[src/inc/uart_line_pkg.sv]
// Constants, register map and carrier types for the serial line controller.
package uart_line_pkg;
  localparam int ADDR_W = 8;
  localparam logic [ADDR_W-1:0] ADDR_CTRL = 8'h00;
  localparam logic [ADDR_W-1:0] ADDR_STAT = 8'h04;
  localparam logic [ADDR_W-1:0] ADDR_TXDATA = 8'h08;
  localparam logic [ADDR_W-1:0] ADDR_RXDATA = 8'h0C;
  localparam logic [ADDR_W-1:0] ADDR_INT_STAT = 8'h10;
  localparam logic [ADDR_W-1:0] ADDR_INT_EN = 8'h14;
  localparam logic [ADDR_W-1:0] ADDR_INT_CLR = 8'h18;
  localparam logic [1:0] RESP_OKAY = 2'h0;
  localparam logic [1:0] RESP_SLVERR = 2'h2;

  localparam int CLK_HZ = 100000000;
  localparam int BAUD_HZ = 1000000;
  localparam int CNT_W = 16;
  localparam logic [CNT_W-1:0] BIT_CYC = CNT_W'(CLK_HZ / BAUD_HZ);
  localparam logic [CNT_W-1:0] HALF_CYC = CNT_W'(CLK_HZ / BAUD_HZ / 2);
  localparam int DATA_BITS = 8;
  localparam logic [2:0] LAST_BIT = 3'h7;

  typedef struct packed {
    logic [25:0] rsvd;
    logic port_lvl;
    logic port_dir;
    logic par_en;
    logic sync_mode;
    logic re;
    logic te;
  } ctrl_t;
  localparam ctrl_t CTRL_RESET = '0;

  typedef struct packed {
    logic [23:0] rsvd;
    logic txd_level;
    logic tx_busy;
    logic rxd_level;
    logic framing_error_flag;
    logic per;
    logic overrun_error_flag;
    logic rdrf;
    logic transmit_data_empty_flag;
  } stat_t;

  // Receive error flags, in the order the flag cells hold them
  typedef struct packed {
    logic framing_error_flag;
    logic per;
    logic overrun_error_flag;
  } err_t;

  typedef struct packed {
    logic rx_err;
    logic tx_done;
    logic rx_done;
  } evt_t;

  typedef enum logic [2:0] {
    TX_IDLE = 3'h0,
    TX_START = 3'h1,
    TX_DATA = 3'h3,
    TX_PAR = 3'h2,
    TX_STOP = 3'h6
  } tx_state_t;

  typedef enum logic [2:0] {
    RX_IDLE = 3'h0,
    RX_START = 3'h1,
    RX_DATA = 3'h3,
    RX_PAR = 3'h2,
    RX_STOP = 3'h6
  } rx_state_t;
endpackage : uart_line_pkg

[src/rtl/sticky_flags.sv]
// Sticky flag bank: hardware sets, software clears, set wins.
`timescale 1ns/1ps
module sticky_flags #(
  parameter int W = 3
) (
  input wire logic aclk, // System clock
  input wire logic aresetn, // Synchronous reset, active low
  input wire logic [W-1:0] set, // Hardware set pulses
  input wire logic [W-1:0] clr, // Software clear pulses
  output logic [W-1:0] q // Flag levels
);
  always_ff @(posedge aclk) begin
    if (!aresetn) begin
      q <= '0;
    end else begin
      // An event in the clearing cycle is kept
      q <= (q & ~clr) | set;
    end
  end
endmodule : sticky_flags

[src/rtl/uart_line_ctrl.sv]
// Serial port with line control, break handling and an AXI4-Lite register slave.
//
// The register offsets and the AXI4-Lite interface to the registers were chosen for this implementation.
`timescale 1ns/1ps
module uart_line_ctrl (
  input wire logic aclk, // System clock
  input wire logic aresetn, // Synchronous reset, active low
  input wire logic [uart_line_pkg::ADDR_W-1:0] awaddr, // Write address
  input wire logic awvalid, // Write address valid
  output logic awready, // Write address ready
  input wire logic [31:0] wdata, // Write data
  input wire logic [3:0] wstrb, // Write strobes
  input wire logic wvalid, // Write data valid
  output logic wready, // Write data ready
  output logic [1:0] bresp, // Write response
  output logic bvalid, // Write response valid
  input wire logic bready, // Write response ready
  input wire logic [uart_line_pkg::ADDR_W-1:0] araddr, // Read address
  input wire logic arvalid, // Read address valid
  output logic arready, // Read address ready
  output logic [31:0] rdata, // Read data
  output logic [1:0] rresp, // Read response
  output logic rvalid, // Read data valid
  input wire logic rready, // Read data ready
  input wire logic rxd_i, // Receive data pin
  input wire logic txd_i, // Transmit pin level read back
  output logic txd_o, // Transmit pin output level
  output logic txd_oe, // Transmit pin output enable
  output logic sck_o, // Serial clock in synchronous mode
  output logic irq // Interrupt, high while an enabled event is pending
);
  import uart_line_pkg::*;

  ctrl_t ctrl_q;
  err_t err_q;
  err_t err_set;
  err_t err_clr;
  evt_t evt;
  evt_t int_st;
  evt_t int_en_q;
  evt_t int_clr;
  stat_t stat;
  tx_state_t tx_state_q;
  rx_state_t rx_state_q;
  logic [CNT_W-1:0] tx_cnt_q;
  logic [CNT_W-1:0] rx_cnt_q;
  logic [2:0] tx_bit_q;
  logic [2:0] rx_bit_q;
  logic [DATA_BITS-1:0] tx_buf_q;
  logic [DATA_BITS-1:0] tx_sh_q;
  logic [DATA_BITS-1:0] rx_sh_q;
  logic [DATA_BITS-1:0] rx_data_q;
  logic tx_par_q;
  logic rx_par_bad_q;
  logic tx_line_q;
  logic transmit_data_empty_flag_q;
  logic rdrf_q;
  logic rxd_q;
  logic txd_in_q;
  logic aw_full_q;
  logic w_full_q;
  logic [ADDR_W-1:0] aw_addr_q;
  logic [31:0] w_data_q;
  logic [3:0] w_strb_q;
  logic wr_en;
  logic wr_lo;
  logic rd_take;
  logic tx_start;
  logic tx_bit_end;
  logic rx_bit_end;
  logic rx_frame_end;
  logic rx_store;
  logic rxdata_read;
  logic [31:0] rd_val;
  logic rd_ok;

  //////////////////////////////////////////////////////////////////////////////
  // AXI4-Lite write channel: address and data taken in either order

  assign wr_en = aw_full_q && w_full_q && !bvalid;
  // All fields sit in the low byte, so byte lane 0 gates every write
  assign wr_lo = wr_en && w_strb_q[0];

  always_ff @(posedge aclk) begin
    if (!aresetn) begin
      aw_full_q <= 1'b0;
      awready <= 1'b1;
      aw_addr_q <= '0;
    end else if (awvalid && awready) begin
      aw_full_q <= 1'b1;
      awready <= 1'b0;
      aw_addr_q <= awaddr;
    end else if (bvalid && bready) begin
      aw_full_q <= 1'b0;
      awready <= 1'b1;
    end
  end

  always_ff @(posedge aclk) begin
    if (!aresetn) begin
      w_full_q <= 1'b0;
      wready <= 1'b1;
      w_data_q <= '0;
      w_strb_q <= '0;
    end else if (wvalid && wready) begin
      w_full_q <= 1'b1;
      wready <= 1'b0;
      w_data_q <= wdata;
      w_strb_q <= wstrb;
    end else if (bvalid && bready) begin
      w_full_q <= 1'b0;
      wready <= 1'b1;
    end
  end

  always_ff @(posedge aclk) begin
    if (!aresetn) begin
      bvalid <= 1'b0;
      bresp <= RESP_OKAY;
    end else if (wr_en) begin
      bvalid <= 1'b1;
      case (aw_addr_q)
        ADDR_CTRL, ADDR_STAT, ADDR_TXDATA, ADDR_INT_EN, ADDR_INT_CLR: bresp <= RESP_OKAY;
        default: bresp <= RESP_SLVERR;
      endcase
    end else if (bready) begin
      bvalid <= 1'b0;
    end
  end

  //////////////////////////////////////////////////////////////////////////////
  // AXI4-Lite read channel

  assign rd_take = arvalid && arready;
  assign rxdata_read = rd_take && (araddr == ADDR_RXDATA);

  always_comb begin
    rd_ok = 1'b1;
    case (araddr)
      ADDR_CTRL: rd_val = 32'(ctrl_q);
      ADDR_STAT: rd_val = 32'(stat);
      ADDR_RXDATA: rd_val = 32'(rx_data_q);
      ADDR_INT_STAT: rd_val = 32'(int_st);
      ADDR_INT_EN: rd_val = 32'(int_en_q);
      default: begin
        rd_val = '0;
        rd_ok = (araddr == ADDR_TXDATA) || (araddr == ADDR_INT_CLR);
      end
    endcase
  end

  always_ff @(posedge aclk) begin
    if (!aresetn) begin
      arready <= 1'b1;
      rvalid <= 1'b0;
      rdata <= '0;
      rresp <= RESP_OKAY;
    end else if (rd_take) begin
      arready <= 1'b0;
      rvalid <= 1'b1;
      rdata <= rd_val;
      rresp <= rd_ok ? RESP_OKAY : RESP_SLVERR;
    end else if (rvalid && rready) begin
      arready <= 1'b1;
      rvalid <= 1'b0;
    end
  end

  //////////////////////////////////////////////////////////////////////////////
  // Control, status and interrupt registers

  always_ff @(posedge aclk) begin
    if (!aresetn) begin
      ctrl_q <= CTRL_RESET;
      int_en_q <= '0;
      tx_buf_q <= '0;
    end else if (wr_lo) begin
      if (aw_addr_q == ADDR_CTRL) ctrl_q <= ctrl_t'({26'h0, w_data_q[5:0]});
      if (aw_addr_q == ADDR_INT_EN) int_en_q <= evt_t'(w_data_q[2:0]);
      if (aw_addr_q == ADDR_TXDATA) tx_buf_q <= w_data_q[DATA_BITS-1:0];
    end
  end

  // Pin levels are sampled once so software sees a stable value
  always_ff @(posedge aclk) begin
    if (!aresetn) begin
      rxd_q <= 1'b1;
      txd_in_q <= 1'b1;
    end else begin
      rxd_q <= rxd_i;
      txd_in_q <= txd_i;
    end
  end

  always_comb begin
    stat = '0;
    stat.transmit_data_empty_flag = transmit_data_empty_flag_q;
    stat.rdrf = rdrf_q;
    stat.overrun_error_flag = err_q.overrun_error_flag;
    stat.per = err_q.per;
    stat.framing_error_flag = err_q.framing_error_flag;
    stat.rxd_level = rxd_q;
    stat.tx_busy = (tx_state_q != TX_IDLE);
    stat.txd_level = txd_in_q;
  end

  // Error flags clear only by a one written to the status register
  assign err_clr = (wr_lo && aw_addr_q == ADDR_STAT) ?
                   err_t'(w_data_q[4:2]) : '0;
  assign int_clr = (wr_lo && aw_addr_q == ADDR_INT_CLR) ? evt_t'(w_data_q[2:0]) : '0;

  sticky_flags #(.W(3)) err_flags (
    .aclk(aclk),
    .aresetn(aresetn),
    .set(err_set),
    .clr(err_clr),
    .q(err_q)
  );

  sticky_flags #(.W(3)) int_flags (
    .aclk(aclk),
    .aresetn(aresetn),
    .set(evt),
    .clr(int_clr),
    .q(int_st)
  );

  always_ff @(posedge aclk) begin
    if (!aresetn) irq <= 1'b0;
    else irq <= |(int_st & int_en_q);
  end

  //////////////////////////////////////////////////////////////////////////////
  // Transmitter

  // Sync mode refuses to start while any receive error is pending
  assign tx_start = ctrl_q.te && !transmit_data_empty_flag_q && (tx_state_q == TX_IDLE) &&
                    !(ctrl_q.sync_mode && (|err_q));
  assign tx_bit_end = (tx_cnt_q == BIT_CYC - 1'b1);

  always_ff @(posedge aclk) begin
    if (!aresetn || !ctrl_q.te) begin
      transmit_data_empty_flag_q <= 1'b1;
    end else if (tx_start) begin
      transmit_data_empty_flag_q <= 1'b1;
    end else if (wr_lo && aw_addr_q == ADDR_TXDATA) begin
      transmit_data_empty_flag_q <= 1'b0;
    end
  end

  // Dropping enable aborts any frame in flight, mid-bit included
  always_ff @(posedge aclk) begin
    if (!aresetn || !ctrl_q.te) begin
      tx_state_q <= TX_IDLE;
      tx_cnt_q <= '0;
      tx_bit_q <= '0;
      tx_sh_q <= '0;
      tx_par_q <= 1'b0;
      tx_line_q <= 1'b1;
    end else begin
      tx_cnt_q <= (tx_state_q == TX_IDLE || tx_bit_end) ? '0 : tx_cnt_q + 1'b1;
      case (tx_state_q)
        TX_IDLE: begin
          if (tx_start) begin
            tx_sh_q <= tx_buf_q;
            tx_par_q <= ^tx_buf_q;
            tx_bit_q <= '0;
            tx_state_q <= ctrl_q.sync_mode ? TX_DATA : TX_START;
            tx_line_q <= ctrl_q.sync_mode ? tx_buf_q[0] : 1'b0;
          end
        end
        TX_START: begin
          if (tx_bit_end) begin
            tx_state_q <= TX_DATA;
            tx_line_q <= tx_sh_q[0];
          end
        end
        TX_DATA: begin
          if (tx_bit_end && tx_bit_q != LAST_BIT) begin
            tx_bit_q <= tx_bit_q + 1'b1;
            tx_sh_q <= tx_sh_q >> 1;
            tx_line_q <= tx_sh_q[1];
          end else if (tx_bit_end && ctrl_q.sync_mode) begin
            tx_state_q <= TX_IDLE;
            tx_line_q <= 1'b1;
          end else if (tx_bit_end) begin
            tx_state_q <= ctrl_q.par_en ? TX_PAR : TX_STOP;
            tx_line_q <= ctrl_q.par_en ? tx_par_q : 1'b1;
          end
        end
        TX_PAR: begin
          if (tx_bit_end) begin
            tx_state_q <= TX_STOP;
            tx_line_q <= 1'b1;
          end
        end
        TX_STOP: begin
          if (tx_bit_end) tx_state_q <= TX_IDLE;
        end
        default: tx_state_q <= TX_IDLE;
      endcase
    end
  end

  // Pin ownership: transmitter when enabled, otherwise the port bits
  always_ff @(posedge aclk) begin
    if (!aresetn) begin
      txd_o <= 1'b0;
      txd_oe <= 1'b0;
      sck_o <= 1'b1;
    end else begin
      txd_o <= ctrl_q.te ? tx_line_q : ctrl_q.port_lvl;
      txd_oe <= ctrl_q.te ? 1'b1 : ctrl_q.port_dir;
      sck_o <= !(ctrl_q.sync_mode && tx_state_q == TX_DATA && tx_cnt_q < HALF_CYC);
    end
  end

  //////////////////////////////////////////////////////////////////////////////
  // Receiver

  assign rx_bit_end = (rx_cnt_q == BIT_CYC - 1'b1);
  assign rx_frame_end = (rx_state_q == RX_STOP) && rx_bit_end;
  assign rx_store = rx_frame_end && !rdrf_q;

  // Starting on a low level, not an edge, keeps a break producing frames
  always_ff @(posedge aclk) begin
    if (!aresetn || !ctrl_q.re) begin
      rx_state_q <= RX_IDLE;
      rx_cnt_q <= '0;
      rx_bit_q <= '0;
      rx_sh_q <= '0;
      rx_par_bad_q <= 1'b0;
    end else begin
      rx_cnt_q <= (rx_state_q == RX_IDLE || rx_bit_end) ? '0 : rx_cnt_q + 1'b1;
      case (rx_state_q)
        RX_IDLE: begin
          if (!rxd_q) rx_state_q <= RX_START;
          rx_par_bad_q <= 1'b0;
        end
        RX_START: begin
          if (rx_cnt_q == HALF_CYC - 1'b1) begin
            rx_state_q <= rxd_q ? RX_IDLE : RX_DATA;
            rx_bit_q <= '0;
          end
          if (rx_cnt_q == HALF_CYC - 1'b1) begin
            rx_cnt_q <= '0;
          end
        end
        RX_DATA: begin
          if (rx_bit_end) begin
            rx_sh_q <= {rxd_q, rx_sh_q[DATA_BITS-1:1]};
            rx_bit_q <= rx_bit_q + 1'b1;
            if (rx_bit_q == LAST_BIT) rx_state_q <= ctrl_q.par_en ? RX_PAR : RX_STOP;
          end
        end
        RX_PAR: begin
          if (rx_bit_end) begin
            rx_par_bad_q <= rxd_q ^ (^rx_sh_q);
            rx_state_q <= RX_STOP;
          end
        end
        RX_STOP: begin
          if (rx_bit_end) rx_state_q <= RX_IDLE;
        end
        default: rx_state_q <= RX_IDLE;
      endcase
    end
  end

  // A low stop bit marks a framing error; a break passes the parity check, as all zeros give even parity
  assign err_set.framing_error_flag = rx_frame_end && !rxd_q;
  assign err_set.per = rx_frame_end && rx_par_bad_q;
  assign err_set.overrun_error_flag = rx_frame_end && rdrf_q;
  assign evt.rx_done = rx_store;
  assign evt.rx_err = |err_set;
  assign evt.tx_done = ctrl_q.te && tx_bit_end &&
                       ((tx_state_q == TX_STOP) || (tx_state_q == TX_DATA &&
                        ctrl_q.sync_mode && tx_bit_q == LAST_BIT));

  always_ff @(posedge aclk) begin
    if (!aresetn) begin
      rdrf_q <= 1'b0;
      rx_data_q <= '0;
    end else begin
      rdrf_q <= rx_store | (rdrf_q & !rxdata_read);
      if (rx_store) rx_data_q <= rx_sh_q;
    end
  end
endmodule : uart_line_ctrl

[config.mk]
export PLATFORM = sky130hd
export DESIGN_NAME = uart_line_ctrl
export DESIGN_NICKNAME = d
export VERILOG_FILES = /design/src/inc/uart_line_pkg.sv /design/src/rtl/sticky_flags.sv /design/src/rtl/uart_line_ctrl.sv
export SDC_FILE = /design/constraint.sdc
export NUM_CORES = 1
export LEC_CHECK = 0
export BUFFER_PORTS_ARGS = -buffer_cell sky130_fd_sc_hd__buf_2
export CAP_MARGIN = 20
export CORE_UTILIZATION = 35
export CTS_BUF_LIST = sky130_fd_sc_hd__clkbuf_4
export DETAILED_ROUTE_END_ITERATION = 8
export GPL_TIMING_DRIVEN = 0
export PLACE_DENSITY = 0.54
export SYNTH_ARGS = -nofsm -noshare
export SYNTH_HDL_FRONTEND = slang
export SYNTH_HIERARCHICAL = 1
export SYNTH_SLANG_ARGS = --single-unit
[constraint.sdc]
create_clock -name aclk -period 2.15 [get_ports aclk]
set_input_delay 0.1075 -clock aclk [delete_from_list [all_inputs] [get_ports aclk]]
set_output_delay 0.1075 -clock aclk [all_outputs]
set_load 0.005 [all_outputs]
# Yosys cells after proc, flatten, opt, wreduce, memory -nomap -nowiden
# Cells that the tools add are included.
# op_classes
n_addsub	4
mul	0
div	0
n_lt_le_gt_ge	1
eq_ne	38
shift	0
mux	61
bitwise_logic	10
n_reduce_logical	77
# op_table
cell	count
$mux W3	20
$mux W16	3
$eq A8 B5 Y1 const B	5
$pmux W8 S5	1
$add A16 B1 Y16 const B	2
$eq A16 B7 Y1 const B	2
$pmux W3 S5	2
$logic_and A1 B1 Y1	28
$eq A8 B4 Y1 const B	3
$mux W1	24
$ne A2 B2 Y1 const B	12
$eq A16 B6 Y1 const B	1
$eq A8 B3 Y1 const B	2
$logic_not A8 Y1	2
$lt A16 B6 Y1 const B	1
$mux W8	2
$pmux W8 S2	1
$reduce_xor A8 Y1	2
$reduce_bool A2 Y1	7
$eq A3 B2 Y1 const B	4
$eq A3 B3 Y1 const B	4
$pmux W3 S2	2
$reduce_and A2 Y1	6
$reduce_and A6 Y1	2
23 further kinds	53
# word_totals
reg_bits	162
latchBits	0
ramBits	0
romBits	0
in_bits	61
output_inout_bits	45
word_cells	236
n_memories	0

# Longest topological paths before layout
# Gate-level depths: netlist (run 1).
# logic_depth
depth_word	8
ltp_mapped	8
mapped_depth_nobuf	7

# Cells and area by module
# Netlist (run 1), hierarchy kept.
# modules_own_cells
module	instances	cells_per_inst	area_each_um2	seq_area_each_um2
uart_line_ctrl	1	709	6194.7	2602.5
sticky_flags	2	9	123.9	60.1

# Worst setup path after synthesis (run 1)
# Ideal clock, no wire load.
# synth_path
path_type	register to register
from	reg tx_state_q[1]
to	reg tx_sh_q[4]
setup_ns	0.088
arrival_time_ns	1.840
required_ns	2.062
setup_slack_ns	0.221
path_stages_with_launch	8
path_buffers	2
period_less_slack_ns	1.929
path_cell_list	dfxtp_1 buf_6 or3_4 or4b_4 o31ai_4 buf_12 nor2_2 a311oi_2
# synth_between
elab_chain_cells	5
word_cells_on_any_way	9
cone_classes	eq/ne (3); mux (1); reduce/logical (5)
# synth_rtl
element	line_no	rtl
from (decl)	uart_line_ctrl.sv:43	tx_state_t tx_state_q;
from (signal assigned)	uart_line_ctrl.sv:268	tx_state_q <= ctrl_q.sync_mode ? TX_DATA : TX_START;
from (signal assigned)	uart_line_ctrl.sv:287	tx_state_q <= ctrl_q.par_en ? TX_PAR : TX_STOP;
$logic_not A3 Y1	uart_line_ctrl.sv:237, uart_line_ctrl.sv:262	
$logic_and A1 B1 Y1 (2 in series)	uart_line_ctrl.sv:237	assign tx_start = ctrl_q.te && !transmit_data_empty_flag_q && (tx_state_q == TX_IDLE) &&
$ne A2 B2 Y1 (no line)	n/a	
$reduce_and A3 Y1 (no line)	n/a	
to (signal assigned)	uart_line_ctrl.sv:265	tx_sh_q <= tx_buf_q;
to (signal assigned)	uart_line_ctrl.sv:281	tx_sh_q <= tx_sh_q >> 1;
to (decl)	uart_line_ctrl.sv:50	logic [DATA_BITS-1:0] tx_sh_q;
# Several ways; a longest one is shown, not always the timed one.
# A chain may end at the register's enable or synchronous reset.

# Worst setup path after layout (run 1)
# Same ends and word-level chain as after synthesis.

==> run metrics, run 1 <==
run status=finished clean; register area share after synthesis=0.423; Die Width=between 100 and 150 um; fin crit period=2.07 ns; synth warn=6; Critical-path top delay cell=or4b_4; share of post-route cells with drive strength above 1=0.181; IO buf count=51; sinks on the clock net=136; cell count after synthesis=727; drt wl/cell=roughly 13 um; Data required, critical path=2.60 ns; final worst path period share=0.964; worst reg2reg path depth=7; Synth-to-Final Area Change=19.4%; most common cell after layout, fill and taps aside=dfxtp_1; power per cell area=591 nW/um^2; clk_skew=0.0238 ns; register bit count reported by yosys=about 140; Hold WC Path Type=in -> reg; Final Hold Vio Count=0; register area=about 2700 um^2; Slew headroom=0.566; Inst Count DP=1032; FF-to-FF Start=tx_state_q[1]; worst-margin pin slew=0.651 ns; Largest stage delay, worst path=0.57 ns; vias per inst=4.75; clock-pin slew on the worst setup and hold paths=0.14 ns; Total Routing Usage GR=0.163; root buf cell=clkbuf_4; die area=around 19000 um^2; max-cap violations=0; Final nets=~920; library cells used by synthesis=between 60 and 70; Fillers=1862; worst IR drop on VDD=429 uV; crit path capture type=register; Mapped Area=6440 um^2; DRT antenna net count=0; row count=49; hold path startpoint=awvalid; antenna violations before repair=1; critical path fanouts, max=10; syn_area_per_cell=slightly below 9 um^2; I/O pins=106; non-filler cells, final=1090; Leakage=between 2 and 3 nW; gr ovfl total=0; critical path cell sequence=buf_6, or3_4, or4b_4, o31ai_4, buf_12, nor2_2, a311oi_2; final instance area=7690 um^2; WHS Endpoint=aw_addr_q[4]; Starting Density=0.357; RSZ-0062 raised after global routing=no; fin. max-slew vios=0; H-tree Lvls=4; hold path depth=4; Post-DP Area=7080 um^2; clock buffer depth=2; DR vias=5174; Die Span Y=roughly 140 um; TritonCTS buffer count=17; Multi-input gate area=3470 um^2; Final GP Congestion=between 0.7 and 0.8; most frequent cells in the layout=dfxtp_1 (133), nand2_1 (97), nor2_1 (63), buf_2 (54), nor2b_1 (36); First-pass DRT Iterations=4; vias in the first global route=around 4700; fmax=roughly 0.48 GHz; Top FF cell, synth=dfxtp_1; DR iter-0 viols=268; DRC=0; Reg-to-Reg End=tx_sh_q[4]; CTS tree=done; Clock Latency Late Sink=0.54 ns; final setup vio count=0; global-route wire length before repair=approximately 24000 um; Synth async-reset ratio=0; core area=18000 um^2; Critical Path Source Type=register; Final HPWL DP=10400 um; EDFF count, synth=0; CP Data Arrival Time=2.53 ns; worst reg-to-reg setup slack=0.08 ns; total wire length=14600 um; largest net degree at the start of global routing=17; Setup Crit Path Kind=reg -> reg
==> how the worst max path moves through the flow <==
| stage | end | depth (start not counted) | startpoint | slack (ns) |
|---|---|---|---|---|
| final | tx_sh_q[4] | 7 | tx_state_q[1] | 0.08 |
| after floorplan | tx_sh_q[4] | 7 | tx_state_q[1] | 0.22 |
| after detailed placement | rx_cnt_q[11] | 5 | rx_cnt_q[11] | -0.14 |
| after global routing | err_flags/q[2] | 6 | rx_cnt_q[0] | 0.002 |
| after CTS | rx_bit_q[2] | 7 | rx_cnt_q[0] | 0.007 |
| after global placement | rx_cnt_q[12] | 5 | rx_cnt_q[11] | -0.15 |
==> power by group <==
group          switching [mW]  internal [mW]
registers              0.0292           2.55
clock network           0.995          0.691
logic                   0.133          0.143
==> through the flow <==
stage | util | setup WS (ns) | TNS (ns) | hold WS, ns | total power [mW]
global placement | 0.393 | -0.152 | -2.99 | 0.326 | 2.88
finish | 0.427 | 0.0774 | 0 | 0.0332 | 4.54
detailed placement | 0.393 | -0.144 | -3.43 | 0.321 | 2.88
CTS | 0.423 | 0.00741 | 0 | 0.00923 | 4.61
floorplan | - | 0.221 | 0 | 0.209 | 2.79
global route | 0.427 | 0.00155 | 0 | 0.0182 | 4.76
==> repair_timing <==
item / in CTS / in global routing
buffers inserted: 1 / 2
endpoints found under the setup margin: 49 / 38
hold endpoints to repair: 33 / 0
resized for setup: 5 / 12
hold buffers: 24 / 0
pin swaps: 1 / 3
==> sequential cells by signal (all words and copies together) (netlist names), 8 cells and up <==
name,count
aw_addr_q,8
rdata,8
rx_cnt_q,16
rx_data_q,8
rx_sh_q,8
tx_buf_q,8
tx_cnt_q,16
tx_sh_q,8
w_data_q,8
==> synth_stat cells, drive strengths merged (2+ instances only) <==
cell / n / area share
a21boi: 23 / 0.027
a21oi: 25 / 0.019
a222oi: 3 / 0.0047
a22oi: 2 / 0.0023
a311oi: 7 / 0.012
a31oi: 6 / 0.0058
a32o: 3 / 0.0047
and2: 13 / 0.013
and3: 6 / 0.0058
and4: 4 / 0.0054
and4b: 2 / 0.0031
buf: 35 / 0.042
clkbuf: 23 / 0.013
dfxtp: 136 / 0.42
ha: 7 / 0.014
inv: 10 / 0.0058
mux2i: 31 / 0.048
mux4: 3 / 0.010
nand2: 98 / 0.057
nand2b: 5 / 0.0049
nand3: 35 / 0.027
nand3b: 2 / 0.0023
nand4: 13 / 0.013
nor2: 66 / 0.040
nor2b: 42 / 0.048
nor3: 18 / 0.015
nor3b: 4 / 0.0047
nor4: 4 / 0.0039
o21a: 8 / 0.0093
o21ai: 21 / 0.016
o31a: 3 / 0.0045
o31ai: 3 / 0.0056
or2: 2 / 0.0019
or3: 5 / 0.0056
xnor2: 25 / 0.034
xor2: 15 / 0.020
==> final cells by class <==
cell class	count	area share
Tap cell	229	0.0373
Inverter	10	0.00488
Clock buffer	17	0.0166
Antenna cell	1	0.000325
Buffer	57	0.0464
Sequential cell	136	0.354
Timing Repair Buffer	78	0.0690
Clock inverter	14	0.0194
Multi-Input combinational cell	548	0.452
==> metal layers <==
metal | wire length [um] | up-vias | track usage
met5 | 0 | - | 0
met4 | 146 | 0 | 0.0501
met3 | 601 | 7 | 0.0368
met2 | 6600 | 83 | 0.252
met1 | 7270 | 2381 | 0.224
li1 | - | 2703 | -
==> worst max-delay path, delay by kind of cell (launching register included) <==
| family | cells | cell delay [ns] |
|---|---|---|
| AND/OR/NAND/NOR | 3 | 1.01 |
| buffers and inverters | 2 | 0.31 |
| flip-flops | 1 | 0.33 |
| AO/OA/AOI/OAI | 2 | 0.35 |
==> cells by family (layout without fill, tap and decap cells) <==
| family | Yosys count | in the layout | synth area share |
|---|---|---|---|
| mux | 34 | 34 | 0.0587 |
| xor+xnor | 41 | 41 | 0.0579 |
| simple gates | 326 | 326 | 0.260 |
| flops | 136 | 136 | 0.423 |
| fa+ha+maj | 7 | 7 | 0.0136 |
| compound gates | 114 | 114 | 0.125 |
| other cells | 1 | 27 | 0.000582 |
| buf+inv | 68 | 176 | 0.0614 |
(Power assumes the default switching activity.)
==> inputs of run 2 (changes only) <==
Settings changed: ABC_AREA from default to 1, ABC_CLOCK_PERIOD_IN_PS from default to 2150.
==> run 2 against run 1 <==
Against the previous run: non-clock buffer count is 1 lower; wire length rose by 2.4%; design area is 1.1% higher; synthesized cell count grew 24%; global-route usage is 0.30 points higher; die area grew 0.25%; first-iteration DRC count up 25%; synthesized area rose by 0.25%; power rose by 6.8%; worst hold slack lost 0.0070 ns; critical endpoint is now aw_addr_q[1]; highest routed layer unchanged.
==> run metrics, run 2 <==
run status=finished clean (unchanged); root buf cell=clkbuf_4 (unchanged); wire length on met1=7410 um (was 7270 um); FF-to-FF Start=arready (was tx_state_q[1]); switching power=1.21 mW (was 1.16 mW); register bit count reported by yosys=136 (unchanged); final worst path period share=0.915 (was 0.964); Logic pwr share=0.068 (was 0.061); DRT antenna net count=0 (unchanged); Synth async-reset ratio=0 (unchanged); worst reg2reg path depth=5 (was 7); critical path fanouts, max=10 (unchanged); fin. max-slew vios=0 (unchanged); Hold WC Path Type=in -> reg (unchanged); gr ovfl total=0 (unchanged); clock buffer depth=2 (unchanged); met3 routed WL=647 um (was 601 um); sequential share of power=0.534 (was 0.568); die area=19000 um^2 (about the same); switching share of total power=0.249 (was 0.255); I/O pins=106 (unchanged); area leader, netlist=dfxtp_1 (unchanged); total wire length=15000 um (was 14600 um); clk_skew=0.0221 ns (was 0.0238 ns); DRC=0 (unchanged); final setup vio count=0 (unchanged); top post-synthesis cells by area=dfxtp_1 (42%), nand2_1 (9.8%), nor2_1 (8.5%) (was dfxtp_1 (42%), nand2_1 (5.7%), mux2i_1 (4.8%)); cell count after synthesis=902 (was 727); register area share after synthesis=0.422 (was 0.423); max-cap violations=0 (unchanged); library cells used by synthesis=45 (was 67); TritonCTS buffer count=17 (unchanged); CTS tree=done (unchanged); synth warn=6 (unchanged); Overall Power=4.86 mW (was 4.54 mW); post-synthesis mux area share=0 (was 0.0587); DR iter-0 viols=336 (was 268); setup TNS=0 ns (unchanged); Largest stage delay, worst path=0.54 ns (was 0.57 ns); core area=18000 um^2 (unchanged); Simple-Gate Fraction of Synth Area=0.283 (was 0.260); drt wl/cell=11.7 um (was 13.4 um); Slew headroom=0.535 (was 0.566); Synth top area share=0.422 (was 0.423); clock-pin slew on the worst setup and hold paths=0.14 ns (about the same); met2 WL=6740 um (was 6600 um); Mapped Area=6460 um^2 (was 6440 um^2); syn_area_per_cell=7.16 um^2 (was 8.86 um^2); fmax=0.508 GHz (was 0.482 GHz); Final HPWL DP=10600 um (was 10400 um); Final GP Congestion=0.829 (was 0.791); Clock Power Share=0.398 (was 0.371); global-route wire length before repair=24500 um (was 23800 um); RSZ-0062 raised after global routing=no (unchanged); Setup crit start=aresetn (was tx_state_q[1]); Top FF cell, synth=dfxtp_1 (unchanged); Fillers=1914 (was 1862); worst IR drop on VDD=317 uV (was 429 uV); worst reg-to-reg setup slack=0.36 ns (was 0.08 ns); WHS Endpoint=aw_addr_q[0] (was aw_addr_q[4]); H-tree Lvls=4 (unchanged); DR vias=5869 (was 5174); sinks on the clock net=136 (unchanged); power per cell area=624 nW/um^2 (was 591 nW/um^2); Largest regs=rx_cnt_q (16), tx_cnt_q (16) (unchanged); vias per inst=4.60 (was 4.75); worst-margin pin slew=0.697 ns (was 0.651 ns); most frequent cell after synthesis=nand2_1 (was dfxtp_1); Critical Path Source Type=input pin (was register); critical path cell sequence=dlygate4sd3_1, buf_2, clkbuf_1, clkbuf_1, o21ai_0, nor2_1, dlygate4sd3_1 (was buf_6, or3_4, or4b_4, o31ai_4, buf_12, nor2_2, a311oi_2); Final nets=1101 (was 916); share of post-route cells with drive strength above 1=0.140 (was 0.181); Synth-to-Final Area Change=20.4% (was 19.4%); crit path capture type=register (unchanged); Total Routing Usage GR=0.166 (was 0.163); EDFF count, synth=0 (unchanged); Die Width=138 um (about the same); Final Hold Vio Count=0 (unchanged); vias in the first global route=5158 (was 4716); largest net degree at the start of global routing=17 (unchanged); P_int=3.65 mW (was 3.39 mW); DR top layer=met4 (unchanged); Critical-path top delay cell=dlygate4sd3_1 (was or4b_4); CP Data Arrival Time=2.48 ns (was 2.53 ns); largest family of logic cells by synthesized area=simple AND/OR/NAND/NOR gates (unchanged); xor/xnor share of the synthesized area=0.0325 (was 0.0579); Setup Crit Path Kind=in -> reg (was reg -> reg); Data required, critical path=2.66 ns (was 2.60 ns); adder-cell share of the synthesized area=0.0136 (about the same); Die Span Y=138 um (about the same); Synth Area in Compound Gates=0.136 (was 0.125); hold path startpoint=awvalid (unchanged); Starting Density=0.358 (was 0.357); antenna violations before repair=1 (unchanged); Clock Latency Late Sink=0.56 ns (was 0.54 ns); Post-synth top cells=nand2_1 (168), nor2_1 (147), dfxtp_1 (136), inv_1 (106), a21oi_1 (66) (was dfxtp_1 (136), nand2_1 (97), nor2_1 (63), nor2b_1 (36), nand3_1 (35)); row count=49 (unchanged); Reg-to-Reg End=rresp[1] (was tx_sh_q[4]); fin crit period=1.97 ns (was 2.07 ns); most frequent cells in the layout=nand2_1 (168), nor2_1 (147), dfxtp_1 (136), inv_1 (106), a21oi_1 (66) (was dfxtp_1 (133), nand2_1 (97), nor2_1 (63), buf_2 (54), nor2b_1 (36)); most common cell after layout, fill and taps aside=nand2_1 (was dfxtp_1); Leakage=3.37 nW (was 2.91 nW); First-pass DRT Iterations=6 (was 4); hold path depth=5 (was 4); IO buf count=52 (was 51)
==> run 2: changes by cell type after synthesis, moves of 10 or more <==
cell / before / now
nor2_1: 63 / 147
mux2i_1: 31 / 0
and2_1: 13 / 0
o21ai_0: 21 / 60
a211oi_1: 1 / 14
a21boi_0: 23 / 0
nand2_1: 97 / 168
inv_1: 10 / 106
xnor2_1: 25 / 11
a21oi_1: 25 / 66
nor2b_1: 36 / 0
clkbuf_1: 23 / 13
==> run 2: layer usage <==
layer,global-route usage,vias up
li1,-,3124
met1,0.222,2604
met2,0.259,129
met3,0.0368,12
met4,0.0616,0
met5,0,-
==> run 2: power groups by stage <==
stage	Clock (mW)	Combinational (mW)	Sequential, mW
3_5_place_dp	0	0.274	2.65
6_report	1.93	0.330	2.59
3_3_place_gp	0	0.274	2.65
4_1_cts	1.99	0.329	2.59
2_1_floorplan	0	0.179	2.64
5_1_grt	2.10	0.376	2.60
==> run 2: metrics by stage <==
step                utilization  setup slack, ns  cells  hold WS [ns]  instance area, um^2
floorplan                     -            0.633    927         0.214                 6550
global placement          0.394            0.408   1208         0.294                 7100
detailed placement        0.394            0.404   1208         0.296                 7100
CTS                       0.431            0.225   1275       0.00121                 7780
global route              0.432           0.0378   1276        0.0532                 7780
finish                    0.432            0.183   1276        0.0262                 7780
==> run 2: what timing repair did <==
action                                 in CTS  in global routing
resized for setup                           0                  0
endpoints found under the hold margin      35                  0
hold buffers                               35                  0
setup buffers                               0                  0
==> run 2: cells by family (layout without fill, tap and decap cells) <==
group,Yosys count,in the layout
adders and majority gates,7,7
and+or+nand+nor,416,416
buffers and inverters,158,277
DFF,136,136
other,1,27
xor gates and xnor gates,24,24
AOI/OAI and AO/OA,160,160
==> run 2: worst max-delay path by stage <==
stage / cells past startpoint / endpoint
final: 7 / aw_addr_q[1]
after global routing: 7 / aw_addr_q[7]
after CTS: 7 / aw_addr_q[6]
after detailed placement: 9 / tx_sh_q[6]
after global placement: 9 / tx_sh_q[6]
after floorplan: 9 / tx_sh_q[1]
==> run 2: worst max-delay path: cells and delay by family <==
| family | cells | cell delay, ns |
|---|---|---|
| AOI/OAI and AO/OA | 1 | 0.17 |
| buffers and inverters | 5 | 2.08 |
| and+or+nand+nor | 1 | 0.11 |
==> run 2: cell type report <==
cell class,instances,area [um^2],area share
diodes,1,2.50,0.000322
clock inverters,15,199,0.0256
well taps,229,287,0.0368
clock buffers,17,128,0.0164
flip-flops and latches,136,2720,0.350
repair buffers,87,611,0.0785
multi-input cells,633,3100,0.399
inverters,111,419,0.0539
plain buffers,47,308,0.0396
==> inputs of run 3 (changes only) <==
Settings changed: CORE_ASPECT_RATIO from default to 0.7.
==> run 3 against run 2 <==
Against the previous run: fmax is 10% higher; utilization is 0.97 points lower; power is 6.7% lower; global-route usage is 0.84 points higher; sequential cell count stayed put; die area hardly changed; worst hold slack better by 0.035 ns; critical endpoint is now tx_sh_q[6]; highest routed layer unchanged.
==> run metrics, run 3 (same netlist as run 2, synthesis figures left out) <==
Data required, critical path=2.59 ns (was 2.66 ns); crit path capture type=register (unchanged); Total Routing Usage GR=0.174 (was 0.166); global-route wire length before repair=25400 um (was 24500 um); Clock Power Share=0.357 (was 0.398); P_int=3.41 mW (was 3.65 mW); Critical Path Source Type=register (was input pin); most frequent cells in the layout=nand2_1 (168), nor2_1 (147), dfxtp_1 (136), inv_1 (106), a21oi_1 (66) (unchanged); core area=18100 um^2 (was 18000 um^2); RSZ-0062 raised after global routing=no (unchanged); Finished Core Util=0.422 (was 0.432); most common cell after layout, fill and taps aside=nand2_1 (unchanged); switching power=1.12 mW (was 1.21 mW); clock buffer depth=2 (unchanged); worst IR drop on VDD=349 uV (was 317 uV); FF-to-FF Start=tx_cnt_q[0] (was arready); Final nets=1091 (was 1101); diode count=0 (was 1); CTS tree=done (unchanged); Logic pwr share=0.071 (was 0.068); Setup Fix Bufs, Post-CTS=0 (unchanged); Synth-to-Final Area Change=17.9% (was 20.4%); fmax=0.560 GHz (was 0.508 GHz); critical path fanouts, max=10 (unchanged); vias per inst=4.47 (was 4.60); sequential share of power=0.572 (was 0.534); Slew headroom=0.541 (was 0.535); Final Hold Vio Count=0 (unchanged); total wire length=15500 um (was 15000 um); root buf cell=clkbuf_4 (unchanged); row count=41 (was 49); Final HPWL DP=11600 um (was 10600 um); Die Span Y=116 um (was 138 um); First-pass DRT Iterations=5 (was 6); fin crit period=1.79 ns (was 1.97 ns); DR vias=5681 (was 5869); clock-pin slew on the worst setup and hold paths=0.11 ns (was 0.14 ns); H-tree Lvls=4 (unchanged); final worst path period share=0.831 (was 0.915); TritonCTS buffer count=17 (unchanged); largest net degree at the start of global routing=17 (unchanged); worst-margin pin slew=0.689 ns (was 0.697 ns); fin. max-slew vios=0 (unchanged); Setup Crit Path Kind=reg -> reg (was in -> reg); run status=finished clean (unchanged); DR iter-0 viols=453 (was 336); sinks on the clock net=136 (unchanged); Multi-input gate area=3100 um^2 (unchanged); max-cap violations=0 (unchanged); vias in the first global route=5006 (was 5158); DRC=0 (unchanged); switching share of total power=0.248 (was 0.249); Reg-to-Reg End=tx_sh_q[6] (was rresp[1]); worst reg-to-reg setup slack=0.36 ns (about the same); Die Width=164 um (was 138 um); Hold WC Path Type=in -> reg (unchanged); power per cell area=595 nW/um^2 (was 624 nW/um^2); gr ovfl total=0 (unchanged); hold path depth=4 (was 5); clk_skew=0.0159 ns (was 0.0221 ns); IO buf count=52 (unchanged); setup TNS=0 ns (unchanged); Final GP Congestion=0.846 (was 0.829); Largest regs=rx_cnt_q (16), tx_cnt_q (16) (unchanged); Starting Density=0.358 (about the same); CP Data Arrival Time=2.23 ns (was 2.48 ns); share of post-route cells with drive strength above 1=0.140 (about the same); drt wl/cell=12.2 um (was 11.7 um); WHS Endpoint=rresp[1] (was aw_addr_q[0]); worst reg2reg path depth=9 (was 5); I/O pins=106 (unchanged); hold path startpoint=arvalid (was awvalid); final setup vio count=0 (unchanged); Fillers=1963 (was 1914); die area=19000 um^2 (about the same); DRT antenna net count=0 (unchanged); CTS resizes=0 (unchanged); antenna violations before repair=0 (was 1); register area=2720 um^2 (unchanged); Clock Latency Late Sink=0.54 ns (was 0.56 ns); Leakage=3.30 nW (was 3.37 nW)
## run 3: cell types whose count changed in the layout (fill, tap and decap cells not counted), moves of 2 or more
cell,before,now
dlygate4sd3_1,35,25
inv_6,4,0
bufinv_16,4,2
clkinvlp_4,3,1
clkbuf_4,17,20
clkinv_2,1,6
## run 3: how the worst max path moves through the flow
stage,start,to,slack [ns],depth (start not counted)
after global placement,tx_cnt_q[0],tx_sh_q[6],0.35,9
after detailed placement,aresetn,txd_o,0.34,5
final,tx_cnt_q[0],tx_sh_q[6],0.36,9
after CTS,tx_cnt_q[0],tx_sh_q[6],0.36,9
after floorplan,tx_cnt_q[0],tx_sh_q[1],0.63,9
after global routing,aw_addr_q[0],int_en_q[0],0.14,7
## run 3: routing by layer
layer	routed length, um	part of all wire	track usage
met3	655	0.042	0.0351
met4	149	0.0096	0.0574
met2	5580	0.36	0.227
met5	0	0	0
met1	9140	0.59	0.276
## run 3: power groups by stage
stage | clock (mW) | combinational, mW | sequential, mW
2_1_floorplan | 0 | 0.179 | 2.64
3_3_place_gp | 0 | 0.282 | 2.65
3_5_place_dp | 0 | 0.283 | 2.65
4_1_cts | 1.68 | 0.318 | 2.59
5_1_grt | 1.79 | 0.363 | 2.60
6_report | 1.62 | 0.321 | 2.59
## run 3: worst max-delay path, cell delays in order, from the launching register on
cell,delay (ns)
dfxtp_1,0.37
ha_1,0.24
nand3_1,0.11
nor2_2,0.20
nand3_1,0.18
nand2_2,0.14
nand3_4,0.12
buf_6,0.18
nor2_1,0.09
nor2_1,0.05
## run 3: timing repair
item | in CTS | in global routing
hold endpoints to repair | 34 | 0
endpoints found under the setup margin | 0 | 0
hold buffers | 25 | 0
## run 3: final cells by class
class / instances / share of cell area
Buffer: 47 / 0.0404
Clock buffer: 20 / 0.0197
Clock inverter: 12 / 0.0143
Inverter: 111 / 0.0550
Multi-Input combinational cell: 633 / 0.407
Sequential cell: 136 / 0.357
Tap cell: 236 / 0.0388
Timing Repair Buffer: 77 / 0.0670
## run 3: through the flow
step / total power, mW / hold slack [ns] / setup WS, ns / area, um^2 / instances
6_report: 4.53 / 0.0616 / 0.363 / 7620 / 1272
5_1_grt: 4.75 / 0.0525 / 0.143 / 7620 / 1272
4_1_cts: 4.59 / 0.00297 / 0.364 / 7620 / 1272
3_5_place_dp: 2.93 / 0.305 / 0.337 / 7110 / 1215
3_3_place_gp: 2.93 / 0.299 / 0.347 / 7110 / 1215
2_1_floorplan: 2.82 / 0.214 / 0.633 / 6550 / 927
